<file path="config.mk">
export PLATFORM = sky130hd
export DESIGN_NAME = pmsu_top
export DESIGN_NICKNAME = d
export VERILOG_FILES = /design/src/pmsu_pkg.sv /design/src/pmsu_sync_if.sv /design/src/pmsu_sync.sv /design/src/pmsu_top.sv
export SDC_FILE = /design/constraint.sdc
export NUM_CORES = 1
export LEC_CHECK = 0
export ABC_AREA = 1
export BUFFER_PORTS_ARGS = -buffer_cell sky130_fd_sc_hd__buf_2
export CAP_MARGIN = 20
export CORE_MARGIN = 10
export CORE_UTILIZATION = 50
export CTS_CLUSTER_SIZE = 12
export DETAILED_ROUTE_END_ITERATION = 16
export PLACE_DENSITY_LB_ADDON = 0.08
export SLEW_MARGIN = 0
export SYNTH_ARGS = -nofsm -noshare
export SYNTH_HDL_FRONTEND = slang
export SYNTH_HIERARCHICAL = 1
export SYNTH_SLANG_ARGS = --single-unit
</file>
<file path="constraint.sdc">
create_clock -name core_clk_in -period 1.2 [get_ports core_clk_in]
set_clock_uncertainty 0.15 [all_clocks]
set_input_delay 0.18 -clock core_clk_in [delete_from_list [all_inputs] [get_ports core_clk_in]]
set_output_delay 0.18 -clock core_clk_in [all_outputs]
set_load 0.02 [all_outputs]
</file>
<file path="src/pmsu_pkg.sv">
// Package: register map, field positions and constants of the power monitor status block
`default_nettype none
package pmsu_pkg;
	localparam int unsigned ADDR_W = 8;
	localparam int unsigned DATA_W = 32;
	localparam logic [ADDR_W-1:0] OFF_STATUS   = 8'h2D;
	localparam logic [ADDR_W-1:0] OFF_KEY      = 8'h2F;
	localparam logic [ADDR_W-1:0] OFF_CUST     = 8'h30;
	localparam logic [ADDR_W-1:0] OFF_IRQ_STAT = 8'h40;
	localparam logic [ADDR_W-1:0] OFF_IRQ_EN   = 8'h41;
	localparam logic [ADDR_W-1:0] OFF_IRQ_CLR  = 8'h42;
	localparam logic [ADDR_W-1:0] OFF_CTRL     = 8'h43;
	localparam int unsigned STATUS_W = 7;
	localparam int unsigned BIT_ZC   = 0;
	localparam int unsigned BIT_OCL  = 1;
	localparam int unsigned BIT_OCS  = 2;
	localparam int unsigned BIT_OV   = 3;
	localparam int unsigned BIT_UV   = 4;
	localparam int unsigned BIT_ANG  = 5;
	localparam int unsigned BIT_PF   = 6;
	localparam int unsigned CTRL_HALF = 0;
	localparam int unsigned CTRL_SQ   = 1;
	localparam int unsigned CTRL_W    = 2;
	localparam int unsigned IRQ_W     = 5;
	localparam int unsigned IRQ_ZC    = 0;
	localparam int unsigned IRQ_OC    = 1;
	localparam int unsigned IRQ_OV    = 2;
	localparam int unsigned IRQ_UV    = 3;
	localparam int unsigned IRQ_KEY   = 4;
	localparam logic [DATA_W-1:0] CUSTOMER_CODE = 32'h4F70656E;
	localparam logic [DATA_W-1:0] KEY_RESET     = 32'h00000000;
	localparam logic [CTRL_W-1:0] CTRL_RESET    = 2'h0;
	localparam logic [DATA_W-1:0] READ_ZERO     = 32'h00000000;
endpackage
`default_nettype wire

</file>
<file path="src/pmsu_sync_if.sv">
// Interface: synchronised condition levels passed from the input stage to the register bank
`default_nettype none
interface pmsu_sync_if;
	logic zc_raw;
	logic oc;
	logic ov;
	logic uv;
	logic ang;
	logic pf;
	modport src (output zc_raw, oc, ov, uv, ang, pf);
	modport dst (input zc_raw, oc, ov, uv, ang, pf);
endinterface
`default_nettype wire

</file>
<file path="src/pmsu_sync.sv">
// Three-stage synchroniser for the raw condition inputs
`default_nettype none
module pmsu_sync #(
	parameter int unsigned N = 6
) (
	input  wire logic         core_clk_in,
	input  wire logic         resetn_in,
	input  wire logic         clk_en_in,
	input  wire logic [N-1:0] raw_in,
	pmsu_sync_if.src          sy
);
	logic [N-1:0] s1_reg;
	logic [N-1:0] s2_reg;
	logic [N-1:0] s3_reg;
	logic [N-1:0] val_reg;

	// Stage one feeds stage two only; a level counts once stages two and three agree
	always_ff @(posedge core_clk_in) begin
		if (!resetn_in) begin
			s1_reg  <= '0;
			s2_reg  <= '0;
			s3_reg  <= '0;
			val_reg <= '0;
		end else if (clk_en_in) begin
			s1_reg <= raw_in;
			s2_reg <= s1_reg;
			s3_reg <= s2_reg;
			for (int i = 0; i < N; i++) begin
				if (s2_reg[i] == s3_reg[i]) begin
					val_reg[i] <= s3_reg[i];
				end
			end
		end
	end

	assign sy.zc_raw = val_reg[0];
	assign sy.oc     = val_reg[1];
	assign sy.ov     = val_reg[2];
	assign sy.uv     = val_reg[3];
	assign sy.ang    = val_reg[4];
	assign sy.pf     = val_reg[5];
endmodule
`default_nettype wire

</file>
<file path="src/pmsu_top.sv">
// Status flags, unlock key, customer mode and interrupt register bank
`default_nettype none
module pmsu_top
	import pmsu_pkg::*;
(
	input  wire logic                       core_clk_in,
	input  wire logic                       resetn_in,
	input  wire logic                       clk_en_in,
	input  wire logic [pmsu_pkg::ADDR_W-1:0] addr_in,
	input  wire logic [pmsu_pkg::DATA_W-1:0] wdata_in,
	input  wire logic                       wr_in,
	input  wire logic                       rd_in,
	output logic      [pmsu_pkg::DATA_W-1:0] rdata_out,
	input  wire logic                       zero_cross_in,
	input  wire logic                       overcurrent_in,
	input  wire logic                       overvoltage_in,
	input  wire logic                       undervoltage_in,
	input  wire logic                       current_lags_in,
	input  wire logic                       power_consumed_in,
	input  wire logic [1:0]                 pin_a_function_select_in,
	input  wire logic [1:0]                 pin_b_function_select_in,
	output logic                            customer_mode_out,
	output logic                            irq_out
);
	import pmsu_pkg::*;

	pmsu_sync_if sy ();

	logic [DATA_W-1:0]   key_reg;
	logic [CTRL_W-1:0]   ctrl_reg;
	logic                zc_prev_reg;
	logic                zc_flag_reg;
	logic                sticky_reg;
	logic                cust_reg;
	logic [IRQ_W-1:0]    irq_stat_reg;
	logic [IRQ_W-1:0]    irq_en_reg;
	logic [DATA_W-1:0]   rdata_reg;
	logic [STATUS_W-1:0] status;
	logic                zc_rise;
	logic                zc_edge;
	logic                oc_rise;
	logic                ov_rise;
	logic                uv_rise;
	logic                ocl_prev_reg;
	logic                ov_prev_reg;
	logic                uv_prev_reg;
	logic                key_hit;
	logic                key_rise;
	logic [IRQ_W-1:0]    irq_events;

	function automatic logic wr_at(input logic [ADDR_W-1:0] off);
		return wr_in && (addr_in == off);
	endfunction

	// Pin selects deliberately unused: flags are generated independently of pin routing
	pmsu_sync #(
		.N (6)
	) u_sync (
		.core_clk_in (core_clk_in),
		.resetn_in   (resetn_in),
		.clk_en_in   (clk_en_in),
		.raw_in      ({power_consumed_in, current_lags_in, undervoltage_in,
		               overvoltage_in, overcurrent_in, zero_cross_in}),
		.sy          (sy.src)
	);

	assign zc_rise = sy.zc_raw && !zc_prev_reg;
	assign zc_edge = sy.zc_raw != zc_prev_reg;
	assign oc_rise = sy.oc && !ocl_prev_reg;
	assign ov_rise = sy.ov && !ov_prev_reg;
	assign uv_rise = sy.uv && !uv_prev_reg;

	always_ff @(posedge core_clk_in) begin
		if (!resetn_in) begin
			zc_prev_reg  <= 1'b0;
			ocl_prev_reg <= 1'b0;
			ov_prev_reg  <= 1'b0;
			uv_prev_reg  <= 1'b0;
		end else if (clk_en_in) begin
			zc_prev_reg  <= sy.zc_raw;
			ocl_prev_reg <= sy.oc;
			ov_prev_reg  <= sy.ov;
			uv_prev_reg  <= sy.uv;
		end
	end

	// Square-wave mode shows the polarity level; otherwise a one-cycle pulse per rising edge, or per edge in half-cycle mode
	always_ff @(posedge core_clk_in) begin
		if (!resetn_in) begin
			zc_flag_reg <= 1'b0;
		end else if (clk_en_in) begin
			if (ctrl_reg[CTRL_SQ]) begin
				zc_flag_reg <= sy.zc_raw;
			end else if (ctrl_reg[CTRL_HALF]) begin
				zc_flag_reg <= zc_edge;
			end else begin
				zc_flag_reg <= zc_rise;
			end
		end
	end

	// Set wins over a simultaneous write-1 clear so no event is lost
	always_ff @(posedge core_clk_in) begin
		if (!resetn_in) begin
			sticky_reg <= 1'b0;
		end else if (clk_en_in) begin
			if (sy.oc) begin
				sticky_reg <= 1'b1;
			end else if (wr_at(OFF_STATUS) && wdata_in[BIT_OCS]) begin
				sticky_reg <= 1'b0;
			end
		end
	end

	// Status word: zero-cross flag, sticky overcurrent and live bits straight from synchronised conditions
	always_comb begin
		status          = '0;
		status[BIT_ZC]  = zc_flag_reg;
		status[BIT_OCL] = sy.oc;
		status[BIT_OCS] = sticky_reg;
		status[BIT_OV]  = sy.ov;
		status[BIT_UV]  = sy.uv;
		status[BIT_ANG] = sy.ang;
		status[BIT_PF]  = sy.pf;
	end

	always_ff @(posedge core_clk_in) begin
		if (!resetn_in) begin
			key_reg <= KEY_RESET;
		end else if (clk_en_in && wr_at(OFF_KEY)) begin
			key_reg <= wdata_in;
		end
	end

	assign key_hit  = key_reg == CUSTOMER_CODE;
	assign key_rise = key_hit && !cust_reg;

	// Indicator lags the key by one cycle, so it never shows before the code is held
	always_ff @(posedge core_clk_in) begin
		if (!resetn_in) begin
			cust_reg <= 1'b0;
		end else if (clk_en_in) begin
			cust_reg <= key_hit;
		end
	end

	assign customer_mode_out = cust_reg;

	// Control bits are writable only in customer mode
	always_ff @(posedge core_clk_in) begin
		if (!resetn_in) begin
			ctrl_reg <= CTRL_RESET;
		end else if (clk_en_in && wr_at(OFF_CTRL) && cust_reg) begin
			ctrl_reg <= wdata_in[CTRL_W-1:0];
		end
	end

	always_comb begin
		irq_events          = '0;
		irq_events[IRQ_ZC]  = zc_rise;
		irq_events[IRQ_OC]  = oc_rise;
		irq_events[IRQ_OV]  = ov_rise;
		irq_events[IRQ_UV]  = uv_rise;
		irq_events[IRQ_KEY] = key_rise;
	end

	always_ff @(posedge core_clk_in) begin
		if (!resetn_in) begin
			irq_stat_reg <= '0;
		end else if (clk_en_in) begin
			if (wr_at(OFF_IRQ_CLR)) begin
				irq_stat_reg <= (irq_stat_reg & ~wdata_in[IRQ_W-1:0]) | irq_events;
			end else begin
				irq_stat_reg <= irq_stat_reg | irq_events;
			end
		end
	end

	always_ff @(posedge core_clk_in) begin
		if (!resetn_in) begin
			irq_en_reg <= '0;
		end else if (clk_en_in && wr_at(OFF_IRQ_EN)) begin
			irq_en_reg <= wdata_in[IRQ_W-1:0];
		end
	end

	assign irq_out = |(irq_stat_reg & irq_en_reg);

	// Reads only sample; no read clears anything
	always_ff @(posedge core_clk_in) begin
		if (!resetn_in) begin
			rdata_reg <= READ_ZERO;
		end else if (clk_en_in) begin
			rdata_reg <= READ_ZERO;
			if (rd_in) begin
				case (addr_in)
					OFF_STATUS:   rdata_reg <= {{(DATA_W-STATUS_W){1'b0}}, status};
					OFF_KEY:      rdata_reg <= key_reg;
					OFF_CUST:     rdata_reg <= {{(DATA_W-1){1'b0}}, cust_reg};
					OFF_IRQ_STAT: rdata_reg <= {{(DATA_W-IRQ_W){1'b0}}, irq_stat_reg};
					OFF_IRQ_EN:   rdata_reg <= {{(DATA_W-IRQ_W){1'b0}}, irq_en_reg};
					OFF_CTRL:     rdata_reg <= {{(DATA_W-CTRL_W){1'b0}}, ctrl_reg};
					default:      rdata_reg <= READ_ZERO;
				endcase
			end
		end
	end

	assign rdata_out = rdata_reg;
endmodule
`default_nettype wire

</file>
==> results of run 1 <==
-- what timing repair did --
item | in CTS | in global routing
endpoints found under the hold margin | 43 | 0
hold buffers | 39 | 0
endpoints found under the setup margin | 36 | 47
pin swaps | 13 | 10
setup buffers | 2 | 9
gates cloned | 0 | 1
gates resized for setup | 74 | 58
-- layout make-up --
cell class | instances | area (sq um) | share of cell area [%]
timing repair buffer | 199 | 1640 | 24.9
tap | 108 | 135 | 2.06
antenna | 1 | 2.50 | 0.0381
multi-input combinational | 408 | 2200 | 33.4
clock inverter | 5 | 37.5 | 0.571
clock buffer | 11 | 141 | 2.15
inverter | 50 | 219 | 3.33
sequential | 107 | 2200 | 33.5
-- synthesized netlist by cell type --
cell	number	area, sq um
dfxtp_1	107	2140
a211o_1	1	8.76
inv_4	2	12.5
o21ai_1	13	65.1
buf_12	2	40.0
nand3_1	57	285
nand2_4	2	22.5
o21ai_0	26	130
nand4_1	6	37.5
nor2_2	3	18.8
inv_1	42	158
a221oi_1	1	8.76
nand2_2	26	163
inv_6	1	8.76
ha_1	1	12.5
o31ai_1	5	37.5
inv_2	4	15.0
nor3_1	6	30.0
nor2_8	1	20.0
buf_4	5	37.5
nor2_4	2	22.5
nor2_1	30	113
buf_6	5	56.3
nand2_1	125	469
clkinv_1	1	3.75
or2_2	3	18.8
nand3b_1	1	7.51
buf_2	8	40.0
a21oi_2	20	175
clkbuf_1	11	41.3
a21oi_1	78	390
-- worst paths after layout --
path                                       start                 to  slack, ps  cells past startpoint
worst max-delay path               irq_en_reg[0]            irq_out       -430                      5
worst min-delay path                       rd_in       rdata_out[1]         70                      4
worst max register to register        key_reg[5]    irq_stat_reg[4]        -80                      6
worst min register to register  u_sync/s3_reg[3]  u_sync/val_reg[3]        310                      2
-- power breakdown --
group	switching (uW)	internal, uW
sequential	25.2	3590
combinational	330	271
clock	1280	826
-- tightest hold or removal path: stages --
cell,delay (ps)
buf_2,110
buf_4,150
nand3_2,70
a21oi_2,40
-- per-layer routing --
| metal | vias up | share of wire (%) | GRT usage (%) |
|---|---|---|---|
| met5 | - | 0 | 0 |
| met4 | 0 | 1.7 | 6.67 |
| met3 | 20 | 5.0 | 3.41 |
| met2 | 113 | 49 | 34.1 |
| met1 | 2127 | 44 | 25.7 |
| li1 | 2318 | - | - |
-- kinds of logic (layout without fill, tap and decap cells) --
group | after synthesis | count (layout) | share of synthesized area, %
DFF | 107 | 107 | 46.7
and+or+nand+nor | 262 | 263 | 26.3
AOI/OAI and AO/OA | 144 | 144 | 17.8
buffers and inverters | 81 | 265 | 8.99
adders and majority gates | 1 | 1 | 0.273
other | 0 | 1 | 0
-- per-stage QoR --
stage | worst slack, ps | util [%]
after floorplan | -22.8 | -
after global placement | -264 | 63.0
after detailed placement | -296 | 63.0
after CTS | -410 | 71.5
after global routing | -518 | 74.3
final | -425 | 74.3
==> metrics.cfg, run 1 <==
[clocking]
path_clk_slew_ps=110
clk_path_buf_depth=2
htreeDepth=3
cts_sinks=107
cts_buffers=9
cts_root_buf=clkbuf_8
insertion_delay_ps=380
cts_tree=done

[floorplan]
core_area_sq_um=8850
rows=34
die-width_um=116
io_pins=89
initial_core_util_pct=51.9
dieArea_sq_um=13400
fp.dieH_um=116

[synth]
synth.yosys.seq_area_share_pct=46.7
synth-seq-cells=107
syn-num-nets=651
yosysUniqueCellTypes=31
ys_warn_count=6
avgSynthCellArea_sq_um=7.72
synth_cells=595
syn_area_sq_um=4590

[timing]
maxSlewViolCount=0
tightest_slew_ps=280
timing.final.ws_setup_ps=-425
hold_violations=0
relSlewSlack_pct=81.3
fin_tns_setup_ps=-585
fmax_mhz=615
rsz0062_at_grt=yes
final-setup-viol-count=4
fin_crit_ps=1630
whs_ps=66.1
period_share_pct=135

[setup_path]
slowest_stage=dfxtp_2
path_max_fanout=2
cp_top_family=flip-flops
crit_path_end_kind=output pin
cp.arrival_ps=1300
cpMostUsedCell=nand2_1
path_cells=nand2_1, nand2_1, a221oi_2, nand2_1, buf_6
path_buf_inv=1
worstPathRequired_ps=870
path_class=reg -> out
startpoint_type=flop
critPathMaxStageDelay_ps=340

[layout]
final_cell_count_no_fill=889
final_common_cell=nand2_1
layout_common_cells=nand2_1, buf_4, a21oi_1
final_nets=831
final_layout_size_suffix_gt1_share_pct=40.8
fill_cells=674
final_area_sq_um=6570
area_growth_pct=43.1

[global_route]
grt_start_max_net_pins=45
grtUsageTotal_pct=20.2
grt_first_pass_wirelength_um=22300
antenna_found_initial=1
grt_pass1_vias=4658
overflow=0

[power_and_ir_drop]
p_leak_uw=0.00283
p_total_uw=6320
power_density_nw_per_um2=962
irDropWorstVdd_mv=0.760

[detailed_routing]
avgRoutedWirePerCell_um=15.3
dr_total_vias=4578
wirelength_um=13600
drc=0
drtPass1Iterations=5
routed_via_density=5.15
first_iter_violations=238
ant_nets=0

[status]
violations=negative setup slack
run_status=complete, but fails checks

[run]
drv_cap=0

[placement]
place_inst=821
gp_congestion=0.956
dp_hpwl_um=8940
io_buffer_count=84
place_area_sq_um=5570

[worst_hold_path]
worstHoldPathType=in -> reg

No activity file was read; power rests on OpenSTA's default activity.
==> run 2, diff against run 1 <==
CELL_PAD_IN_SITES_DETAIL_PLACEMENT = 0   (was not set)
CELL_PAD_IN_SITES_GLOBAL_PLACEMENT = 1   (was not set)
CORE_UTILIZATION = 36   (was 50)
SKIP_LAST_GASP = 1   (was not set)
==> run 2 against run 1 <==
Effect of this change:
- sequential share of layout area shrank 1.1 points
- routed wire length shrank 1.4%
- via count shrank 2.4%
- largest cell class is now multi-input combinational cells
- die area grew 32%
- global-route usage shrank 5.1 points
- combinational power grew 2%
- the run still ends with negative setup slack left
- flip-flop and latch count is the same
- critical endpoint unchanged
- hold slack lost 29 ps
- setup slack gained 76 ps
- critical path depth is the same
- highest routed layer unchanged
- count of clock-buffer cells in the layout grew 2
- final cell count grew 6.9%
==> metrics.cfg, run 2 (synthesis results as in run 1) <==
[status]
run_status=complete, but fails checks
violations=negative setup slack

[detailed_routing]
routed_via_density=4.71  ; -8.6%
avgRoutedWirePerCell_um=14.1  ; -7.8%
dr_total_vias=4470  ; -2.4%
first_iter_violations=237  ; -0.42%
wirelength_um=13400  ; -1.4%
drc=0  ; unchanged
drtPass1Iterations=4  ; -1
ant_nets=0  ; unchanged

[setup_path]
cp.arrival_ps=1220  ; -80 ps
worstPathRequired_ps=870  ; about the same
cp-startpoint=irq_en_reg[0]
slowest_stage=dfxtp_2
rr_startpoint=key_reg[21]
cpMostUsedCell=nand2_2
crit_path_end_kind=output pin
startpoint_type=flop
path_cells=nand2_2, nand2_2, a221oi_2, nand2_1, buf_6
critPathMaxStageDelay_ps=320  ; -20 ps
path_buf_inv=1  ; unchanged
path_class=reg -> out
cp_top_family=flip-flops
path_max_fanout=2  ; unchanged

[layout]
antenna_cells=0  ; -1
final_common_cell=nand2_1
fill_cells=1244  ; +85%
final_nets=829  ; -0.24%
layout_common_cells=nand2_1, dfxtp_1, buf_4
final_layout_size_suffix_gt1_share_pct=37.7  ; -3.1 points
area_growth_pct=45.9
final_cell_count_no_fill=950  ; +6.9%
fin_util_pct=53.3  ; -21 points
final_area_sq_um=6700  ; +1.9%

[floorplan]
io_pins=89  ; unchanged
die-width_um=133  ; +15%
dieArea_sq_um=17700  ; +32%
core_area_sq_um=12600  ; +42%
fp.dieH_um=133  ; +15%
rows=41  ; +21%
initial_core_util_pct=36.5  ; -15 points

[global_route]
grt_start_max_net_pins=37  ; -18%
antenna_found_initial=0  ; -1
grt_pass1_vias=4464  ; -4.2%
overflow=0  ; unchanged
grtUsageTotal_pct=15.2  ; -5.1 points
grt_first_pass_wirelength_um=22300  ; about the same

[clocking]
cts_buffers=9  ; unchanged
insertion_delay_ps=350  ; -30 ps
clk_path_buf_depth=2  ; unchanged
cts_tree=done
htreeDepth=3  ; unchanged
cts_root_buf=clkbuf_16
cts_sinks=107  ; unchanged
path_clk_slew_ps=60  ; -50 ps

[timing]
fmax_mhz=645  ; +4.9%
maxSlewViolCount=0  ; unchanged
hold_violations=0  ; unchanged
rsz0062_at_grt=yes
period_share_pct=129  ; -6.3 points
fin_crit_ps=1550  ; -76.0 ps
tightest_slew_ps=255  ; -25.6 ps
relSlewSlack_pct=82.9  ; +1.6 points
timing.final.ws_setup_ps=-349  ; +76.0 ps
final-setup-viol-count=3  ; -1

[placement]
place_area_sq_um=5740  ; +3.0%
place_inst=893  ; +8.8%
gp_congestion=0.854  ; -11%
place_ws_ps=-262  ; +33.9 ps
io_buffer_count=84  ; unchanged
dp_hpwl_um=9530  ; +6.7%

[power_and_ir_drop]
power_density_nw_per_um2=1130  ; +17%
p_total_uw=7540  ; +19%
p_leak_uw=0.00287  ; +1.5%
irDropWorstVdd_mv=0.669  ; -12%

[worst_hold_path]
hold_start=wdata_in[1]
worstHoldPathType=in -> reg

[run]
drv_cap=0  ; unchanged

-- run 2: cell types whose count changed in the layout (fill, tap and decap cells not counted), sizes merged --
cell	change
clkinv	-2
clkbuf	+2
nor2	-1
clkinvlp	-1
inv	-1
diode	-1
dlygate4sd3	-2
bufinv	+2
buf	+1
-- run 2: area by class of cell --
cell class | instances | area, sq um | area share (%)
clock inverter | 3 | 68.8 | 1.03
clock buffer | 13 | 270 | 4.04
multi-input combinational | 407 | 2200 | 32.8
inverter | 50 | 219 | 3.27
sequential | 107 | 2170 | 32.4
timing repair buffer | 198 | 1560 | 23.3
tap | 172 | 215 | 3.21
-- run 2: stage by stage --
stage,TNS (ps),hold slack [ps]
after floorplan,-113,165
after global placement,-16290,252
after detailed placement,-17570,260
after CTS,-481,32.4
after global routing,-752,57.3
final,-396,37.5
-- run 2: layer usage --
layer  track usage [%]  vias up  routed length [um]
li1                  -     2321                   -
met1              19.8     2035                6270
met2              23.9      103                6050
met3              3.60       11                 910
met4              5.07        0                 181
met5                 0        -                   0
-- run 2: report_power, final --
part	switching [uW]	leakage (uW)	internal (uW)
registers	25.0	0.000875	3590
clock network	1310	0.000166	2010
logic	331	0.00183	284
total	1660	0.00287	5880
-- run 2: what timing repair did --
item / 4_1_cts / 5_1_grt
endpoints found under the hold margin: 39 / 0
resized for setup: 29 / 52
hold buffers: 37 / 0
setup endpoints to repair: 12 / 34
pin swaps: 7 / 13
buffers inserted: 1 / 3
-- run 2: worst paths after layout --
check | end | slack (ps) | cells after the start
max | irq_out | -350 | 5
min | ctrl_reg[1] | 40 | 3
max reg2reg | irq_stat_reg[4] | -30 | 6
min reg2reg | uv_prev_reg | 310 | 2
-- run 2: worst register-to-register path, stage by stage (launching register included) --
cell and delay (ps):
dfxtp_2 330, inv_1 50, nor3_2 160, nand4_1 130, nor2_2 160, nand3_1 80, a21oi_1 120
==> run 3, diff against run 2 <==
REMOVE_ABC_BUFFERS = 1   (was not set)
==> run 3 against run 2 <==
Effect of this change:
- the run still ends with negative setup slack left
- sequential power hardly changed
- setup slack worse by 67 ps
- total power down 1.7%
- die area did not move
- flip-flop and latch count unchanged
- first-iteration DRC count down 8.0%
- sequential share of layout area down 0.089 points
- highest routed layer unchanged
==> metrics.cfg, run 3 (synthesis results as in run 1) <==
[status]
run_status=complete, but fails checks
violations=negative setup slack

[detailed_routing]
routed_via_density=4.72  ; +0.23%
first_iter_violations=218  ; -8.0%
ant_nets=0  ; unchanged
drtPass1Iterations=4  ; unchanged
wirelength_um=13600  ; +1.1%
dr_total_vias=4532  ; +1.4%
avgRoutedWirePerCell_um=14.1  ; about the same
drc=0  ; unchanged

[layout]
final_layout_size_suffix_gt1_share_pct=37.8  ; +0.11 points
final_common_cell=nand2_1
layout.area.seq_sq_um=2170  ; +0.17%
antenna_cells=0  ; unchanged
layout_common_cells=nand2_1, buf_4, dfxtp_1
multi_input_area_sq_um=2140  ; -2.5%
area_growth_pct=46.5
fill_cells=1218  ; -2.1%
final_nets=841  ; +1.4%

[clocking]
insertion_delay_ps=350  ; about the same
cts_root_buf=clkbuf_16
cts_tree=done
clk_path_buf_depth=2  ; unchanged
path_clk_slew_ps=70  ; about the same
cts_buffers=9  ; unchanged
cts_sinks=107  ; unchanged
htreeDepth=3  ; unchanged

[timing]
rsz0062_at_grt=yes
timing.final.ws_setup_ps=-417  ; -67.3 ps
maxSlewViolCount=0  ; unchanged
whs_ps=84.3  ; +46.9 ps
final-setup-viol-count=3  ; unchanged
fin_crit_ps=1620  ; +67.3 ps
fmax_mhz=619  ; -4.2%
fin_tns_setup_ps=-628  ; -232 ps
hold_violations=0  ; unchanged
relSlewSlack_pct=79.4  ; -3.4 points
tightest_slew_ps=308  ; +53.1 ps
period_share_pct=135  ; +5.6 points

[setup_path]
cp.arrival_ps=1290  ; +70 ps
worstPathRequired_ps=870  ; about the same
rr_worst_depth=6  ; unchanged
path_class=reg -> out
path_max_fanout=3  ; +1
startpoint_type=flop
crit_path_end_kind=output pin

[global_route]
grtUsageTotal_pct=14.9  ; -0.24 points
grt_pass1_vias=4408  ; -1.3%
grt_start_max_net_pins=30  ; -19%
grt_first_pass_wirelength_um=21700  ; -2.5%
antenna_found_initial=0  ; unchanged
overflow=0  ; unchanged

[floorplan]
rows=41  ; unchanged
dieArea_sq_um=17700  ; unchanged
fp.dieH_um=133  ; unchanged
die-width_um=133  ; unchanged
initial_core_util_pct=36.5  ; unchanged
io_pins=89  ; unchanged
core_area_sq_um=12600  ; unchanged

[run]
drv_cap=0  ; unchanged

[placement]
io_buffer_count=84  ; unchanged
dp_hpwl_um=9630  ; +1.0%
gp_congestion=0.843  ; -1.3%

[power_and_ir_drop]
p_leak_uw=0.00280  ; -2.6%
power_density_nw_per_um2=1100  ; -2.2%
irDropWorstVdd_mv=1.04  ; +55%

[worst_hold_path]
worstHoldPathType=in -> reg
whs_path_depth=3  ; unchanged

## run 3: cell count changes in the layout (fill, tap and decap cells not counted), moves of 3 or more
cell	change
buf_4	+13
nand2_4	-8
buf_2	-7
dfxtp_2	+6
dfxtp_1	-5
nand2_2	+5
buf_6	+4
nand2_1	+3
## run 3: layer usage
metal | track usage, % | routed length [um]
met5 | 0 | 0
met4 | 3.42 | 127
met3 | 4.39 | 695
met2 | 25.5 | 6810
met1 | 18.0 | 5930
## run 3: cell type report
| class | instances | share of cell area [%] |
|---|---|---|
| clock buffers | 13 | 3.72 |
| clock inverters | 2 | 0.893 |
| well taps | 172 | 3.20 |
| repair inverters | 1 | 0.0744 |
| repair buffers | 209 | 24.9 |
| multi-input cells | 407 | 31.8 |
| flip-flops and latches | 107 | 32.3 |
| inverters | 50 | 3.13 |
## run 3: report_power, final
| group | internal (uW) | leakage, uW | total [uW] | switching, uW |
|---|---|---|---|---|
| logic | 313 | 0.00177 | 650 | 338 |
| registers | 3590 | 0.000877 | 3620 | 25.0 |
| clock network | 1880 | 0.000150 | 3140 | 1270 |
## run 3: path summary, 6_finish.rpt
kind	slack [ps]	endpoint	start
worst max register to register	-110	irq_stat_reg[4]	key_reg[30]
worst min register to register	310	rdata_out[18]	key_reg[18]
worst max-delay path	-420	irq_out	irq_en_reg[0]
worst min-delay path	80	rdata_out[4]	resetn_in
## run 3: repair_timing
item,CTS,global route
setup endpoints to repair,11,70
resized for setup,27,83
endpoints found under the hold margin,42,0
buffers inserted,1,7
hold buffers,39,0
gates cloned,0,2
pin swaps,9,20
## run 3: critical path: stages, from the launching register on
cell	delay, ps
dfxtp_2	340
nand2_2	70
nand2_2	60
a221oi_2	190
nand2_1	140
buf_6	150
## run 3: metrics by stage
| step | setup WS, ps | utilization [%] | total power, uW | area (sq um) | cells |
|---|---|---|---|---|---|
| after global placement | -269 | 45.1 | 4210 | 5670 | 898 |
| after detailed placement | -303 | 45.1 | 4220 | 5670 | 898 |
| after CTS | -429 | 51.3 | 7480 | 6450 | 953 |
| after global routing | -462 | 53.5 | 7720 | 6730 | 961 |
| after floorplan | -496 | - | 3890 | 4380 | 564 |
| final | -417 | 53.5 | 7410 | 6730 | 961 |
